$ cat config.mk
export PLATFORM = sky130hd
export DESIGN_NAME = arcmd_top
export DESIGN_NICKNAME = d
export VERILOG_FILES = /design/src/design/arcmd_pkg.sv /design/src/design/arcmd_tick.sv /design/src/design/arcmd_dropoff.sv /design/src/design/arcmd_top.sv
export VERILOG_INCLUDE_DIRS = /design/src /design/src/design
export SDC_FILE = /design/constraint.sdc
export NUM_CORES = 1
export LEC_CHECK = 0
export BUFFER_PORTS_ARGS = -buffer_cell sky130_fd_sc_hd__buf_4
export CAP_MARGIN = 5
export CORE_MARGIN = 1.5
export CORE_UTILIZATION = 52
export CTS_CLUSTER_SIZE = 25
export DETAILED_ROUTE_END_ITERATION = 7
export PLACE_DENSITY = 0.84
export REMOVE_ABC_BUFFERS = 1
export SYNTH_ARGS = -nofsm -noshare
export SYNTH_HDL_FRONTEND = slang
export SYNTH_SLANG_ARGS = --single-unit
$ cat constraint.sdc
create_clock -name CORE_CLK -period 6.1 [get_ports CORE_CLK]
set_clock_uncertainty 0.15 [all_clocks]
set_input_delay 0.915 -clock CORE_CLK [delete_from_list [all_inputs] [get_ports CORE_CLK]]
set_output_delay 0.915 -clock CORE_CLK [all_outputs]
set_load 0.01 [all_outputs]
$ cat src/design/arcmd_params.svh
`ifndef ARCMD_PARAMS_SVH
`define ARCMD_PARAMS_SVH
`define ARCMD_CLK_HZ 50000000
`define ARCMD_TICK_US 1000
`define ARCMD_TICK_CYC ((`ARCMD_CLK_HZ / 1000000) * `ARCMD_TICK_US)
`define ARCMD_DROP_MS 100
`define ARCMD_DROP_TICKS (`ARCMD_DROP_MS * 1000 / `ARCMD_TICK_US)
`define ARCMD_DEAD_TICKS_RST 16'h01F4
`define ARCMD_CH_NUM 8
`define ARCMD_TRIP_NUM 5
`endif

$ cat src/design/arcmd_pkg.sv
package arcmd_pkg;
	typedef enum logic [1:0]
	{
		ARCMD_INIT_NONE = 2'h0,
		ARCMD_INIT_MAIN = 2'h1,
		ARCMD_INIT_SEF = 2'h2,
		ARCMD_INIT_BLOCK = 2'h3
	} arcmd_init_e;
	typedef enum logic [1:0]
	{
		ARCMD_SEL_COMMAND = 2'h0,
		ARCMD_SEL_OPTO = 2'h1,
		ARCMD_SEL_USER = 2'h2,
		ARCMD_SEL_PULSE = 2'h3
	} arcmd_sel_e;
	typedef enum logic [2:0]
	{
		ARCMD_DT_IDLE = 3'h1,
		ARCMD_DT_PRIMED = 3'h2,
		ARCMD_DT_DONE = 3'h4
	} arcmd_dt_e;
endpackage : arcmd_pkg

$ cat src/design/arcmd_tick.sv
`timescale 1ns/1ns
`include "arcmd_params.svh"
module arcmd_tick
	import arcmd_pkg::*;
(
	input wire logic clk,
	input wire logic arst_n,
	output logic tick
);
	logic [15:0] cnt_q;
	always_ff @(posedge clk or negedge arst_n)
	begin
		if (!arst_n)
		begin
			cnt_q <= 16'h0000;
			tick <= 1'b0;
		end
		else if (cnt_q == 16'(`ARCMD_TICK_CYC - 1))
		begin
			cnt_q <= 16'h0000;
			tick <= 1'b1;
		end
		else
		begin
			cnt_q <= cnt_q + 16'h0001;
			tick <= 1'b0;
		end
	end
endmodule : arcmd_tick

$ cat src/design/arcmd_dropoff.sv
`timescale 1ns/1ns
`include "arcmd_params.svh"
module arcmd_dropoff
	import arcmd_pkg::*;
(
	input wire logic clk,
	input wire logic arst_n,
	input wire logic tick,
	input wire logic din,
	output logic dout
);
	// Input is already synchronised; output holds high for the drop-off time after din falls.
	logic [7:0] cnt_q;
	always_ff @(posedge clk or negedge arst_n)
	begin
		if (!arst_n)
		begin
			cnt_q <= 8'h00;
			dout <= 1'b0;
		end
		else if (din)
		begin
			cnt_q <= 8'(`ARCMD_DROP_TICKS);
			dout <= 1'b1;
		end
		else if (tick && cnt_q != 8'h00)
		begin
			cnt_q <= cnt_q - 8'h01;
			dout <= (cnt_q != 8'h01);
		end
	end
endmodule : arcmd_dropoff

$ cat src/design/arcmd_top.sv
// Behaviour
// - Auto, remote-select and live-line inputs get a drop-off stretch.
// - In user or pulse-set selection, moving to remote position keeps previous mode until a remote command.
// - In command selection, auto-mode memory is restored from non-volatile storage after power return.
// - Each stage chooses main initiate, no action, block, or sensitive initiate.
// - A no-action stage trips but starts no reclose.
// - External trip and start initiate only when their choice is main.
// - Initiation is accepted from both protection trip and protection start.
// - Initiate needs auto, no live-line, shots free, no lockout, in service; a start also needs coordination.
// - Per-trip main and sensitive settings choose instantaneous blocking.
// - Penultimate lockout count with blocking setting blocks instantaneous protection.
// - Lockout, manual-close period or non-auto block instantaneous when selected.
// - Main and sensitive protection block outputs are provided.
// - Prime dead time on breaker trip, protection reset if required, permission high.
// - Dead time stays primed until protection re-operates or scheme resets.
// - Primed dead timer runs only while dead-time enable is high.
// - Immediate synchronised reclose permits closing once dead time has started.
// - Without immediate reclose conditions the dead timer keeps running while enabled.
// - An unmapped dead-time enable counts as permanently high.
// - Live-line input forces live-line mode over all other selection.
// - Pulse-set with remote-select high toggles mode on auto falling edge.
// - Dead-time-in-progress is high while reclose checks and enable are high.
`timescale 1ns/1ns
`include "arcmd_params.svh"
module arcmd_top
	import arcmd_pkg::*;
(
	input wire logic CORE_CLK,
	input wire logic ARST_N,
	input wire logic AUTO_IN,
	input wire logic REMOTE_SEL_IN,
	input wire logic LIVE_LINE_IN,
	input wire logic [1:0] MODE_SELECT,
	input wire logic CMD_AUTO,
	input wire logic CMD_NON_AUTO,
	input wire logic NV_AUTO_MEM,
	input wire logic NV_VALID,
	input wire logic [15:0] STAGE_START,
	input wire logic [15:0] STAGE_TRIP,
	input wire logic [15:0] STAGE_CHOICE,
	input wire logic EXTERNAL_TRIP_INITIATE,
	input wire logic EXTERNAL_START_INITIATE,
	input wire logic [1:0] EXT_CHOICE,
	input wire logic SEQ_COORD_EN,
	input wire logic MAIN_SHOTS_REACHED,
	input wire logic SEF_SHOTS_REACHED,
	input wire logic CB_LOCKOUT,
	input wire logic IN_SERVICE,
	input wire logic [2:0] TRIP_NUMBER,
	input wire logic [4:0] PER_TRIP_MAIN_INST_BLOCK,
	input wire logic [4:0] PER_TRIP_SENSITIVE_INST_BLOCK,
	input wire logic PENULTIMATE_COUNT,
	input wire logic PENULTIMATE_COUNT_BLOCK_SETTING,
	input wire logic LOCKOUT_BLOCK_SETTING,
	input wire logic MANUAL_CLOSE_ACTIVE,
	input wire logic MANUAL_CLOSE_BLOCK_SETTING,
	input wire logic NON_AUTO_BLOCK_SETTING,
	input wire logic CB_OPEN,
	input wire logic START_ON_PROT_RESET,
	input wire logic DEAD_TIME_START_PERMISSION,
	input wire logic DEAD_TIME_ENABLE,
	input wire logic DEAD_TIME_ENABLE_MAPPED,
	input wire logic IMMEDIATE_SYNCHRONISED_RECLOSE,
	input wire logic BOTH_LIVE_IN_SYNC,
	input wire logic SCHEME_RESET,
	input wire logic [15:0] DEAD_TIME_TICKS,
	output logic AUTO_MODE,
	output logic LIVE_LINE_MODE,
	output logic NV_AUTO_MEM_OUT,
	output logic RECLOSE_INITIATE,
	output logic SENSITIVE_RECLOSE_INITIATE,
	output logic RECLOSE_BLOCKED,
	output logic TRIP_NO_RECLOSE,
	output logic MAIN_PROTECTION_BLOCK_OUT,
	output logic SENSITIVE_PROTECTION_BLOCK_OUT,
	output logic RECLOSE_CHECKS,
	output logic DEAD_TIME_IN_PROGRESS,
	output logic DEAD_TIME_COMPLETE,
	output logic CLOSE_PERMIT
);
	// Pins from the selector, breaker and other relays arrive asynchronously.
	localparam int NSYNC = 6;
	logic [NSYNC-1:0] pin_raw;
	logic [NSYNC-1:0] sync1_q;
	logic [NSYNC-1:0] sync2_q;
	logic tick;
	logic auto_f;
	logic remote_f;
	logic live_f;
	logic auto_f_q;
	logic remote_f_q;
	logic auto_mem_q;
	logic nv_loaded_q;
	logic auto_eff;
	logic live_eff;
	logic any_prot_q;
	logic prot_op;
	logic cb_open_s;
	logic permit_s;
	logic dte_s;
	logic dt_run;
	logic [15:0] dt_cnt_q;
	logic main_trip;
	logic main_start;
	logic sef_trip;
	logic sef_start;
	logic block_req;
	logic noact_trip;
	logic gate_ok;
	logic inst_cond;
	logic [2:0] trip_idx;
	arcmd_dt_e dt_q;
	arcmd_sel_e sel;
	assign sel = arcmd_sel_e'(MODE_SELECT);
	assign pin_raw = {DEAD_TIME_ENABLE, DEAD_TIME_START_PERMISSION, CB_OPEN,
		LIVE_LINE_IN, REMOTE_SEL_IN, AUTO_IN};
	always_ff @(posedge CORE_CLK or negedge ARST_N)
	begin
		if (!ARST_N)
		begin
			sync1_q <= '0;
			sync2_q <= '0;
		end
		else
		begin
			sync1_q <= pin_raw;
			sync2_q <= sync1_q;
		end
	end
	assign cb_open_s = sync2_q[3];
	assign permit_s = sync2_q[4];
	assign dte_s = DEAD_TIME_ENABLE_MAPPED ? sync2_q[5] : 1'b1;
	arcmd_tick u_tick
	(
		.clk(CORE_CLK),
		.arst_n(ARST_N),
		.tick(tick)
	);
	// One drop-off stretcher per selector input.
	genvar gi;
	logic [2:0] filt;
	generate
		for (gi = 0; gi < 3; gi++)
		begin : g_drop
			arcmd_dropoff u_drop
			(
				.clk(CORE_CLK),
				.arst_n(ARST_N),
				.tick(tick),
				.din(sync2_q[gi]),
				.dout(filt[gi])
			);
		end
	endgenerate
	assign auto_f = filt[0];
	assign remote_f = filt[1];
	assign live_f = filt[2];
	// Mode memory. The stored copy is loaded once after reset so that, in command selection, a brown-out
	// restores the mode rather than falling back to non-auto; opto, and user or pulse-set with remote low, load auto_f on the next clock.
	always_ff @(posedge CORE_CLK or negedge ARST_N)
	begin
		if (!ARST_N)
		begin
			auto_mem_q <= 1'b0;
			nv_loaded_q <= 1'b0;
			auto_f_q <= 1'b0;
			remote_f_q <= 1'b0;
		end
		else
		begin
			auto_f_q <= auto_f;
			remote_f_q <= remote_f;
			if (!nv_loaded_q)
			begin
				nv_loaded_q <= 1'b1;
				auto_mem_q <= NV_VALID ? NV_AUTO_MEM : 1'b0;
			end
			else if (sel == ARCMD_SEL_COMMAND)
			begin
				if (CMD_AUTO)
					auto_mem_q <= 1'b1;
				else if (CMD_NON_AUTO)
					auto_mem_q <= 1'b0;
			end
			else if (remote_f && sel != ARCMD_SEL_OPTO)
			begin
				if (sel == ARCMD_SEL_PULSE && auto_f_q && !auto_f)
					auto_mem_q <= !auto_mem_q;
				else if (CMD_AUTO)
					auto_mem_q <= 1'b1;
				else if (CMD_NON_AUTO)
					auto_mem_q <= 1'b0;
			end
			else if (!(remote_f_q && !remote_f))
				auto_mem_q <= auto_f;
		end
	end
	assign live_eff = live_f;
	assign auto_eff = auto_mem_q && !live_eff;
	always_ff @(posedge CORE_CLK or negedge ARST_N)
	begin
		if (!ARST_N)
		begin
			AUTO_MODE <= 1'b0;
			LIVE_LINE_MODE <= 1'b0;
			NV_AUTO_MEM_OUT <= 1'b0;
		end
		else
		begin
			AUTO_MODE <= auto_eff;
			LIVE_LINE_MODE <= live_eff;
			NV_AUTO_MEM_OUT <= auto_mem_q;
		end
	end
	// Per-stage initiation choice, two bits per stage.
	always_comb
	begin
		main_trip = 1'b0;
		main_start = 1'b0;
		sef_trip = 1'b0;
		sef_start = 1'b0;
		block_req = 1'b0;
		noact_trip = 1'b0;
		for (int i = 0; i < `ARCMD_CH_NUM; i++)
		begin
			unique case (arcmd_init_e'(STAGE_CHOICE[2*i +: 2]))
				ARCMD_INIT_MAIN:
				begin
					main_trip = main_trip | STAGE_TRIP[i];
					main_start = main_start | STAGE_START[i];
				end
				ARCMD_INIT_SEF:
				begin
					sef_trip = sef_trip | STAGE_TRIP[i];
					sef_start = sef_start | STAGE_START[i];
				end
				ARCMD_INIT_BLOCK:
					block_req = block_req | STAGE_TRIP[i] | STAGE_START[i];
				ARCMD_INIT_NONE:
					noact_trip = noact_trip | STAGE_TRIP[i];
			endcase
		end
		if (arcmd_init_e'(EXT_CHOICE) == ARCMD_INIT_MAIN)
		begin
			main_trip = main_trip | EXTERNAL_TRIP_INITIATE;
			main_start = main_start | EXTERNAL_START_INITIATE;
		end
	end
	assign gate_ok = auto_eff && !live_eff && !MAIN_SHOTS_REACHED && !SEF_SHOTS_REACHED
		&& !CB_LOCKOUT && IN_SERVICE && !block_req;
	always_ff @(posedge CORE_CLK or negedge ARST_N)
	begin
		if (!ARST_N)
		begin
			RECLOSE_INITIATE <= 1'b0;
			SENSITIVE_RECLOSE_INITIATE <= 1'b0;
			RECLOSE_BLOCKED <= 1'b0;
			TRIP_NO_RECLOSE <= 1'b0;
		end
		else
		begin
			RECLOSE_INITIATE <= gate_ok && (main_trip || (main_start && SEQ_COORD_EN));
			SENSITIVE_RECLOSE_INITIATE <= gate_ok
				&& (sef_trip || (sef_start && SEQ_COORD_EN));
			RECLOSE_BLOCKED <= block_req;
			TRIP_NO_RECLOSE <= noact_trip && !main_trip && !sef_trip;
		end
	end
	// Instantaneous blocking; trip numbers outside 1..5 never select a per-trip bit.
	assign trip_idx = TRIP_NUMBER - 3'h1;
	assign inst_cond = (PENULTIMATE_COUNT && PENULTIMATE_COUNT_BLOCK_SETTING)
		|| (CB_LOCKOUT && LOCKOUT_BLOCK_SETTING)
		|| (MANUAL_CLOSE_ACTIVE && MANUAL_CLOSE_BLOCK_SETTING)
		|| (!auto_eff && !live_eff && NON_AUTO_BLOCK_SETTING);
	always_ff @(posedge CORE_CLK or negedge ARST_N)
	begin
		if (!ARST_N)
		begin
			MAIN_PROTECTION_BLOCK_OUT <= 1'b0;
			SENSITIVE_PROTECTION_BLOCK_OUT <= 1'b0;
		end
		else
		begin
			MAIN_PROTECTION_BLOCK_OUT <= inst_cond || (TRIP_NUMBER >= 3'h1
				&& TRIP_NUMBER <= 3'h5 && PER_TRIP_MAIN_INST_BLOCK[trip_idx]);
			SENSITIVE_PROTECTION_BLOCK_OUT <= inst_cond || (TRIP_NUMBER >= 3'h1
				&& TRIP_NUMBER <= 3'h5 && PER_TRIP_SENSITIVE_INST_BLOCK[trip_idx]);
		end
	end
	// Dead time. A rising protection trip or start ends the primed state.
	assign prot_op = |(STAGE_TRIP | STAGE_START) || EXTERNAL_TRIP_INITIATE
		|| EXTERNAL_START_INITIATE;
	assign dt_run = (dt_q == ARCMD_DT_PRIMED) && dte_s;
	always_ff @(posedge CORE_CLK or negedge ARST_N)
	begin
		if (!ARST_N)
		begin
			dt_q <= ARCMD_DT_IDLE;
			dt_cnt_q <= 16'h0000;
			any_prot_q <= 1'b0;
		end
		else
		begin
			any_prot_q <= prot_op;
			unique case (dt_q)
				ARCMD_DT_IDLE:
				begin
					dt_cnt_q <= 16'h0000;
					if (cb_open_s && permit_s && !SCHEME_RESET
						&& !(START_ON_PROT_RESET && prot_op))
						dt_q <= ARCMD_DT_PRIMED;
				end
				ARCMD_DT_PRIMED:
				begin
					if (SCHEME_RESET || (prot_op && !any_prot_q))
						dt_q <= ARCMD_DT_IDLE;
					else if (dt_run && tick)
					begin
						if (dt_cnt_q + 16'h0001 >= DEAD_TIME_TICKS)
							dt_q <= ARCMD_DT_DONE;
						dt_cnt_q <= dt_cnt_q + 16'h0001;
					end
				end
				ARCMD_DT_DONE:
				begin
					if (SCHEME_RESET || (prot_op && !any_prot_q))
						dt_q <= ARCMD_DT_IDLE;
				end
				default:
					dt_q <= ARCMD_DT_IDLE;
			endcase
		end
	end
	always_ff @(posedge CORE_CLK or negedge ARST_N)
	begin
		if (!ARST_N)
		begin
			RECLOSE_CHECKS <= 1'b0;
			DEAD_TIME_IN_PROGRESS <= 1'b0;
			DEAD_TIME_COMPLETE <= 1'b0;
			CLOSE_PERMIT <= 1'b0;
		end
		else
		begin
			RECLOSE_CHECKS <= dt_q == ARCMD_DT_PRIMED;
			DEAD_TIME_IN_PROGRESS <= dt_run;
			DEAD_TIME_COMPLETE <= dt_q == ARCMD_DT_DONE;
			CLOSE_PERMIT <= (dt_q == ARCMD_DT_DONE) || (dt_run
				&& IMMEDIATE_SYNCHRONISED_RECLOSE && BOTH_LIVE_IN_SYNC);
		end
	end
endmodule : arcmd_top

==> results of run 1 <==
[logic make-up (layout without fill, tap and decap cells)]
family                   Yosys count  after routing  share of synthesized area
other                              1              1                   0.000696
buffers and inverters             44            177                     0.0323
multiplexers                       4              4                     0.0123
AND/OR/NAND/NOR                  238            238                      0.235
XOR/XNOR                          45             45                     0.0732
flip-flops                        93             93                      0.432
AO/OA/AOI/OAI                    117            117                      0.147
adder cells (fa/ha/maj)           29             29                     0.0673
[routing by layer]
metal	routed length (µm)	GRT usage	up-vias
li1	-	-	2282
met1	5650	0.320	2250
met2	6690	0.433	143
met3	727	0.0474	14
met4	112	0.0616	0
met5	0	0	-
[stage by stage]
| step | std cells | utilization | worst slack, ps | hold slack [ps] | cell area [µm²] |
|---|---|---|---|---|---|
| after floorplan | 564 | - | 3370 | 181 | 5350 |
| after global placement | 821 | 0.651 | 3090 | 183 | 6450 |
| after detailed placement | 821 | 0.651 | 2830 | 188 | 6450 |
| after CTS | 837 | 0.678 | 2870 | 206 | 6720 |
| after global routing | 837 | 0.678 | 2650 | 214 | 6720 |
| final | 837 | 0.678 | 2830 | 198 | 6720 |
[final cells by class]
type                       instances  area share
tap                              133      0.0248
inverter                          37      0.0207
multi-input combinational        434       0.429
timing repair buffer             124       0.139
sequential                        93       0.347
clock inverter                     7      0.0216
clock buffer                       9      0.0184
[cells in the final DEF, fill, tap and decap left out, types with 4 or more instances in the layout]
cell and n:
buf_4 124, dfrtp_1 92, nor2_1 59, nand2_1 39, inv_1 36, o21ai_0 36, ha_1 29, nand3_1 26
xor2_1 25, a21oi_1 22, xnor2_1 20, nand2b_1 18, nor2b_1 15, nor4_1 13, nor3_1 13, nand3b_1 11
o31ai_1 9, clkbuf_8 9, nand4_1 8, and3_1 8, o211ai_1 8, a22oi_1 6, nor3b_1 6, or3_1 6
a21boi_0 4, a31oi_1 4, a211oi_1 4, bufinv_16 4
[worst paths after layout]
path                                     to  slack, ps         from  cells after the start
max reg2reg                         dt_q[2]       2830  dt_cnt_q[0]                      9
min reg2reg                      sync2_q[5]        200   sync1_q[5]                      0
max                                 dt_q[2]       2830  dt_cnt_q[0]                      9
min in group asynchronous   RECLOSE_BLOCKED        280       ARST_N                      1
min                              sync2_q[5]        200   sync1_q[5]                      0
max in group asynchronous  u_tick.cnt_q[14]       4360       ARST_N                      2
[report_power, final]
| group | switching (W) | internal [W] |
|---|---|---|
| Clock | 0.000222 | 0.000316 |
| Combinational | 0.000102 | 0.0000899 |
| Sequential | 0.0000116 | 0.000631 |
[registers in the layout (all words and copies together) (netlist names), 3 cells and up]
register,cells
dt_cnt_q,16
dt_q,3
g_drop.u_drop.cnt_q,24
g_drop.u_drop.dout,3
sync1_q,6
sync2_q,6
u_tick.cnt_q,16
[worst max-delay path, cell delays in order, from the launching register on]
cell	delay [ps]
dfrtp_1	440
nand3_1	250
nor4_1	670
nor2b_1	280
xor2_1	100
ha_1	290
nand2_1	70
nor4_1	260
a21oi_1	130
a2111oi_0	490
==> out/metrics.cfg, run 1 <==
[clock_tree]
clock-sinks=93
clockRootBuffer=clkbuf_8
path_clk_slew_ps=100
cts_resized=0
cts_buffer_depth=2
postCtsHoldBufs=0
post-cts-setup-buffers=0
cts_tree=built
clock_latency_ps=370
cts_buffers=9
cts_max_level=3

[power_and_ir_drop]
irDropWorstVdd_v=0.000153
total_power_w=0.00137
powerDensity_mw_per_mm2=204
p_leak_nw=3.04

[finish]
nFillCells=796
antenna_cells=0
drive_gt1_frac=0.226
multi_input_area_mm2=0.00289
seqCellArea_mm2=0.00233
area_delta_synth_final_pct=24.7
layout.nets=839

[logic_synthesis]
synth_most_common_cell=dfrtp_1
syn_area_mm2=0.00539
ys_warn_count=0
synth_seq_cells=93
syn-instance-count=571
yosys-top-cells-count=dfrtp_1, nor2_1, nand2_1, inv_1, o21ai_0
synth_top_cell_area_share=0.427
synth_ff_type=dfrtp_1
synth_edf_count=0
ys_seq_area_frac=0.432
yosysTopAreaCell=dfrtp_1
syn_avg_cell_area_um2=9.44
synth.distinct_cells=62
postSynth.asyncResetShare=1.00
synth_area_leaders=dfrtp_1, ha_1, nor2_1

[sta]
period_minus_slack_ps=3270
slew_viol_final=0
period_share=0.536
max_freq_mhz=306
relSlewSlack=0.227
rsz0062_at_grt=false
worstMarginPinSlew_ps=1160
setup_tns_ps=0
final-hold-violation-count=0
finalSetupViolations=0

[hold_path]
hold_path_class=register to register

[drt]
routed_via_density=5.60
drt-total-wl_um=13200
dr.pass1.iters=5
drc=0
detail-route-antenna-nets=0
drt_iter0_drc=259
num_vias=4689
post_drt_wl_per_cell_um=15.7

[floorplan]
die_area_mm2=0.0110
coreArea_mm2=0.00991
die_x_um=105
die_h_um=105
rows=36
start_util=0.544
io_pins=124

[place]
port_buffers=123
dp_hpwl_um=10400
place.gp.congestion=0.896

[global_routing]
grt_pass1_wl_um=22100
grt_pass1_vias=4749
grt_usage=0.249
grt_max_degree=74
grt_antenna_before_repair=0
overflow=0

[setup_path]
worstPathArrival_ps=3330
worstPathMaxFanout=7
cp-start-kind=register
crit_type=register to register
cp_data_required_time_ps=6160
cp-end-kind=register

[outcome]
status=finished, final reports clean

[flow_run]
cap_violations=0

Power figures use the tool's default switching activity.
==> run 2, diff against run 1 <==
- CORE_UTILIZATION: 52 -> 49
- PLACE_DENSITY: 0.84 -> 0.83
- clock period: 6.1 -> 2.8 ns (I/O delays scaled with it)
==> out/metrics.cfg, run 2 (synthesized netlist as in run 1, its figures left out) <==
[outcome]
status=finished, final reports clean

[drt]
drc=0  ; unchanged
detail-route-antenna-nets=0  ; unchanged
drt_iter0_drc=278  ; +7.3%
num_vias=4813  ; +2.6%
routed_via_density=5.60  ; -0.10%
post_drt_wl_per_cell_um=15.5  ; -1.2%
dr.pass1.iters=5  ; unchanged
drt-total-wl_um=13400  ; +1.5%

[global_routing]
grt_usage=0.233  ; -0.0156
grt_max_degree=51  ; -31%
grt_pass1_vias=4784  ; +0.74%
grt_pass1_wl_um=21700  ; -2.1%
grt_antenna_before_repair=0  ; unchanged
overflow=0  ; unchanged

[setup_path]
path_cells=ha_4 -> nand2_1 -> nor2_1 -> buf_4 -> nand3_1 -> xnor2_1 -> ha_1 -> nand2_1 -> nor2_1 -> a21oi_1 -> nor2_1 -> a21oi_2 -> a2111oi_2
cp_slowest_stage_delay_ps=450  ; -220 ps
worstPathArrival_ps=2800  ; -530 ps
r2r-start=dt_cnt_q[0]
r2r_slack_ps=100  ; -2730 ps
crit_type=register to register
cp-start-kind=register
crit_buf_inv=1  ; +1
r2r-end=dt_q[2]
crit_family=simple AND/OR/NAND/NOR gates
cp_slowest_cell=dfrtp_2
crit_start=dt_cnt_q[0]
cp_data_required_time_ps=2900  ; -3260 ps
reg2reg_depth=13  ; +4
endpoint=dt_q[2]
cp_common_cell=nor2_1
cp_num_cells=13  ; +4
cp-end-kind=register
worstPathMaxFanout=7  ; unchanged

[finish]
fin_area_mm2=0.00690  ; +2.7%
area_delta_synth_final_pct=28.0
regMostFlops=g_drop.u_drop.cnt_q
layout.nets=856  ; +2.0%
final_cell_mix=buf_4, dfrtp_1, nor2_1
mostFrequentLayoutCell=buf_4
final_util=0.639  ; -0.0389
drive_gt1_frac=0.251  ; +0.0255
largest_register_ff_count=24  ; unchanged
reg_top3=g_drop.u_drop.cnt_q: 24 flops, dt_cnt_q: 16 flops, u_tick.cnt_q: 16 flops
antenna_cells=0  ; unchanged

[place]
placed_area_mm2=0.00654  ; +1.4%
place.gp.congestion=0.934  ; +4.2%
dp_hpwl_um=10200  ; -1.4%
port_buffers=123  ; unchanged

[clock_tree]
cts_buffer_depth=2  ; unchanged
clock_latency_ps=370  ; about the same
cts_buffers=9  ; unchanged
clock-sinks=93  ; unchanged
path_clk_slew_ps=90  ; about the same
clockRootBuffer=clkbuf_8
cts_max_level=3  ; unchanged
cts_tree=built

[sta]
final-hold-violation-count=0  ; unchanged
worstMarginPinSlew_ps=759  ; -400 ps
period_share=0.963  ; +0.427
relSlewSlack=0.487  ; +0.260
slew_viol_final=0  ; unchanged
rsz0062_at_grt=true
max_freq_mhz=371  ; +21%
hold_slack_ps=19.4  ; -178 ps
period_minus_slack_ps=2700  ; -574 ps
finalSetupViolations=0  ; unchanged

[hold_path]
hold_path_class=input port to register

[floorplan]
coreArea_mm2=0.0108  ; +8.9%
rows=38  ; +5.6%
start_util=0.499  ; -0.0445
die_x_um=108  ; +2.9%
die_area_mm2=0.0116  ; +5.9%
die_h_um=108  ; +2.9%
io_pins=124  ; unchanged

[power_and_ir_drop]
irDropWorstVdd_v=0.000245  ; +60%
p_int_w=0.00211  ; +100%
sw_frac_of_total=0.258  ; +0.0138
p_leak_nw=3.12  ; +2.6%
power.share.clock=0.351  ; -0.041
p_sw_w=0.000734  ; +120%
p_seq_frac=0.493  ; +0.025
p_comb_frac=0.156  ; +0.016
powerDensity_mw_per_mm2=412  ; +100%

[flow_run]
cap_violations=0  ; unchanged

[run 2: repair_timing]
item / in CTS / in global routing
hold buffers: 2 / 4
resized for setup: 2 / 15
setup endpoints to repair: 1 / 15
pin swaps: 1 / 2
endpoints found under the hold margin: 48 / 4
buffers inserted: 0 / 0
[run 2: power groups by stage]
stage                     clock network (W)  registers (W)  logic [W]
final                              0.000999        0.00140   0.000442
after CTS                           0.00101        0.00140   0.000428
after global routing                0.00108        0.00141   0.000485
after global placement                    0        0.00142   0.000408
after floorplan                           0        0.00142   0.000173
after detailed placement                  0        0.00143   0.000422
[run 2: routing by layer]
metal  global-route usage  vias to the layer above  routed length, µm
li1                     -                     2317                  -
met1                0.289                     2303               5520
met2                0.395                      155               6720
met3               0.0490                       38                681
met4               0.0987                        0                459
met5                    0                        -                  0
[run 2: how the worst min path moves through the flow]
stage | start | slack, ps | end | cells past startpoint
2_1_floorplan | ARST_N | -30 | AUTO_MODE | 0
3_3_place_gp | sync1_q[2] | 180 | sync2_q[2] | 0
3_5_place_dp | sync1_q[5] | 190 | sync2_q[5] | 0
4_1_cts | LIVE_LINE_IN | 0.6 | sync1_q[2] | 1
5_1_grt | CB_OPEN | 2 | sync1_q[3] | 1
6_report | CB_OPEN | 20 | sync1_q[3] | 1
[run 2: layout make-up]
type | count | area [µm²]
Sequential cell | 93 | 2330
Inverter | 37 | 139
Tap cell | 140 | 175
Timing Repair Buffer | 141 | 1070
Fill cell | 846 | 3890
Clock buffer | 10 | 138
Clock inverter | 5 | 82.6
Multi-Input combinational cell | 434 | 2960
[run 2: through the flow]
| step | instances | total power [W] | worst slack, ps | TNS [ps] |
|---|---|---|---|---|
| final | 860 | 0.00284 | 105 | 0 |
| after CTS | 856 | 0.00284 | 2.72 | 0 |
| after detailed placement | 839 | 0.00185 | -147 | -147 |
| after global routing | 860 | 0.00297 | -100 | -114 |
| after global placement | 839 | 0.00183 | 78.0 | 0 |
| after floorplan | 564 | 0.00160 | 65.1 | 0 |
==> run 3, diff against run 2 <==
- CORE_UTILIZATION: 49 -> 52
- PLACE_DENSITY: 0.83 -> 0.84
- clock period: 2.8 -> 2.6 ns (I/O delays scaled with it)
==> out/metrics.cfg, run 3 (synthesized netlist as in run 1, its figures left out) <==
[sta]
slew_viol_final=0  ; unchanged
rsz0062_at_grt=true
finalSetupViolations=2  ; +2
fin_ws_ps=-78.0  ; -183 ps
period_share=1.03  ; +0.0674
hold_slack_ps=85.1  ; +65.7 ps
worstMarginPinSlew_ps=648  ; -111 ps
final-hold-violation-count=0  ; unchanged
max_freq_mhz=373  ; +0.64%
period_minus_slack_ps=2680  ; -17.2 ps
relSlewSlack=0.568  ; +0.0809

[setup_path]
cp_common_cell=buf_4
r2r-start=dt_cnt_q[4]
cp-start-kind=register
cp_slowest_stage_delay_ps=390  ; -60 ps
crit_family=simple AND/OR/NAND/NOR gates
path_cells=nand3_2 -> buf_6 -> nor4_4 -> buf_4 -> xor2_1 -> ha_1 -> nand4_1 -> nor4_2 -> a21oi_2 -> buf_4 -> a22o_1
crit_start=dt_cnt_q[4]
worstPathMaxFanout=4  ; -3
crit_buf_inv=3  ; +2
cp_slowest_cell=dfrtp_1
cp-end-kind=register
cp_data_required_time_ps=2720  ; -180 ps
r2r_slack_ps=-80  ; -180 ps
worstPathArrival_ps=2800  ; about the same
crit_type=register to register

[drt]
drc=0  ; unchanged
routed_via_density=5.64  ; +0.74%
num_vias=4922  ; +2.3%
post_drt_wl_per_cell_um=16.3  ; +4.6%
dr.pass1.iters=7  ; +2
detail-route-antenna-nets=0  ; unchanged
drt_iter0_drc=360  ; +29%
drt-total-wl_um=14200  ; +6.2%

[clock_tree]
cts_tree=built
cts_buffer_depth=2  ; unchanged
cts_buffers=9  ; unchanged
clockRootBuffer=clkbuf_8
clock_latency_ps=370  ; about the same
path_clk_slew_ps=100  ; about the same
cts_max_level=3  ; unchanged
clock-sinks=93  ; unchanged

[power_and_ir_drop]
powerDensity_mw_per_mm2=416  ; +0.86%
irDropWorstVdd_v=0.000538  ; +120%
total_power_w=0.00295  ; +3.9%
p_leak_nw=3.27  ; +5.0%

[hold_path]
hp-start=SCHEME_RESET
hold_path_class=input port to register

[finish]
area_delta_synth_final_pct=31.9
regMostFlops=g_drop.u_drop.cnt_q
reg_top3=g_drop.u_drop.cnt_q: 24 flops, dt_cnt_q: 16 flops, u_tick.cnt_q: 16 flops
final_cell_mix=buf_4, dfrtp_1, nor2_1
mostFrequentLayoutCell=buf_4
finalNonFillerCells=873  ; +1.5%
drive_gt1_frac=0.277  ; +0.0256
layout.nets=875  ; +2.2%
largest_register_ff_count=24  ; unchanged
nFillCells=733  ; -13%
antenna_cells=0  ; unchanged

[floorplan]
io_pins=124  ; unchanged
coreArea_mm2=0.00991  ; -8.2%
die_area_mm2=0.0110  ; -5.6%
rows=36  ; -5.3%
die_h_um=105  ; -2.8%
die_x_um=105  ; -2.8%
start_util=0.544  ; +0.0445

[place]
dp.cells=845  ; +0.72%
dp_hpwl_um=10600  ; +4.1%
place.gp.congestion=0.919  ; -1.6%
port_buffers=123  ; unchanged
dp_slack_ps=-101  ; +46.9 ps

[global_routing]
grt_pass1_vias=4963  ; +3.7%
grt_antenna_before_repair=0  ; unchanged
grt_max_degree=51  ; unchanged
grt_usage=0.258  ; +0.0242
grt_pass1_wl_um=22700  ; +4.9%
overflow=0  ; unchanged

[outcome]
status=finished with violations
violations=setup timing

[flow_run]
cap_violations=0  ; unchanged

==> run 3: changes by cell type in the layout (fill, tap and decap cells not counted), moves of 2 or more <==
| cell | delta |
|---|---|
| buf_6 | +3 |
| buf_4 | +14 |
| bufinv_16 | -2 |
| clkinv_8 | +2 |
| inv_8 | +2 |
==> run 3: final cells by class <==
class                           count  area, µm²  area share
Clock buffer                        9        124      0.0174
Clock inverter                      7       77.6      0.0109
Inverter                           37        139      0.0195
Multi-Input combinational cell    434       3030       0.426
Sequential cell                    93       2330       0.328
Tap cell                          133        166      0.0234
Timing Repair Buffer              160       1240       0.175
==> run 3: worst paths after layout <==
| check | to | cells after the start |
|---|---|---|
| max | dt_q[1] | 11 |
| max in group asynchronous | g_drop[1].u_drop.cnt_q[1] | 3 |
| min reg2reg | sync2_q[0] | 0 |
| min | dt_q[2] | 2 |
| max reg2reg | dt_q[1] | 11 |
| min in group asynchronous | RECLOSE_CHECKS | 2 |
==> run 3: per-layer routing <==
metal	vias to the layer above	global-route usage	wire [µm]	part of all wire
met2	179	0.448	7270	0.51
met5	-	0	0	0
met3	35	0.0561	811	0.057
met4	0	0.0920	297	0.021
li1	2367	-	-	-
met1	2341	0.314	5810	0.41
==> run 3: timing repair <==
| item | in CTS | in global routing |
|---|---|---|
| endpoints found under the hold margin | 48 | 0 |
| pin swaps | 2 | 11 |
| endpoints found under the setup margin | 2 | 13 |
| hold buffers | 7 | 0 |
| buffers inserted | 1 | 4 |
| gates resized for setup | 7 | 24 |
==> run 3: stage by stage <==
stage          instance area, µm²  setup TNS [ps]   util
2_1_floorplan                5350            -135      -
3_3_place_gp                 6640               0  0.670
3_5_place_dp                 6640            -170  0.670
4_1_cts                      6940               0  0.701
5_1_grt                      7110            -345  0.717
6_report                     7110            -139  0.717
==> run 3: report_power, final <==
group          switching [W]  internal [W]
Clock               0.000571      0.000382
Sequential         0.0000301       0.00148
Combinational       0.000254      0.000236
Total               0.000855       0.00210
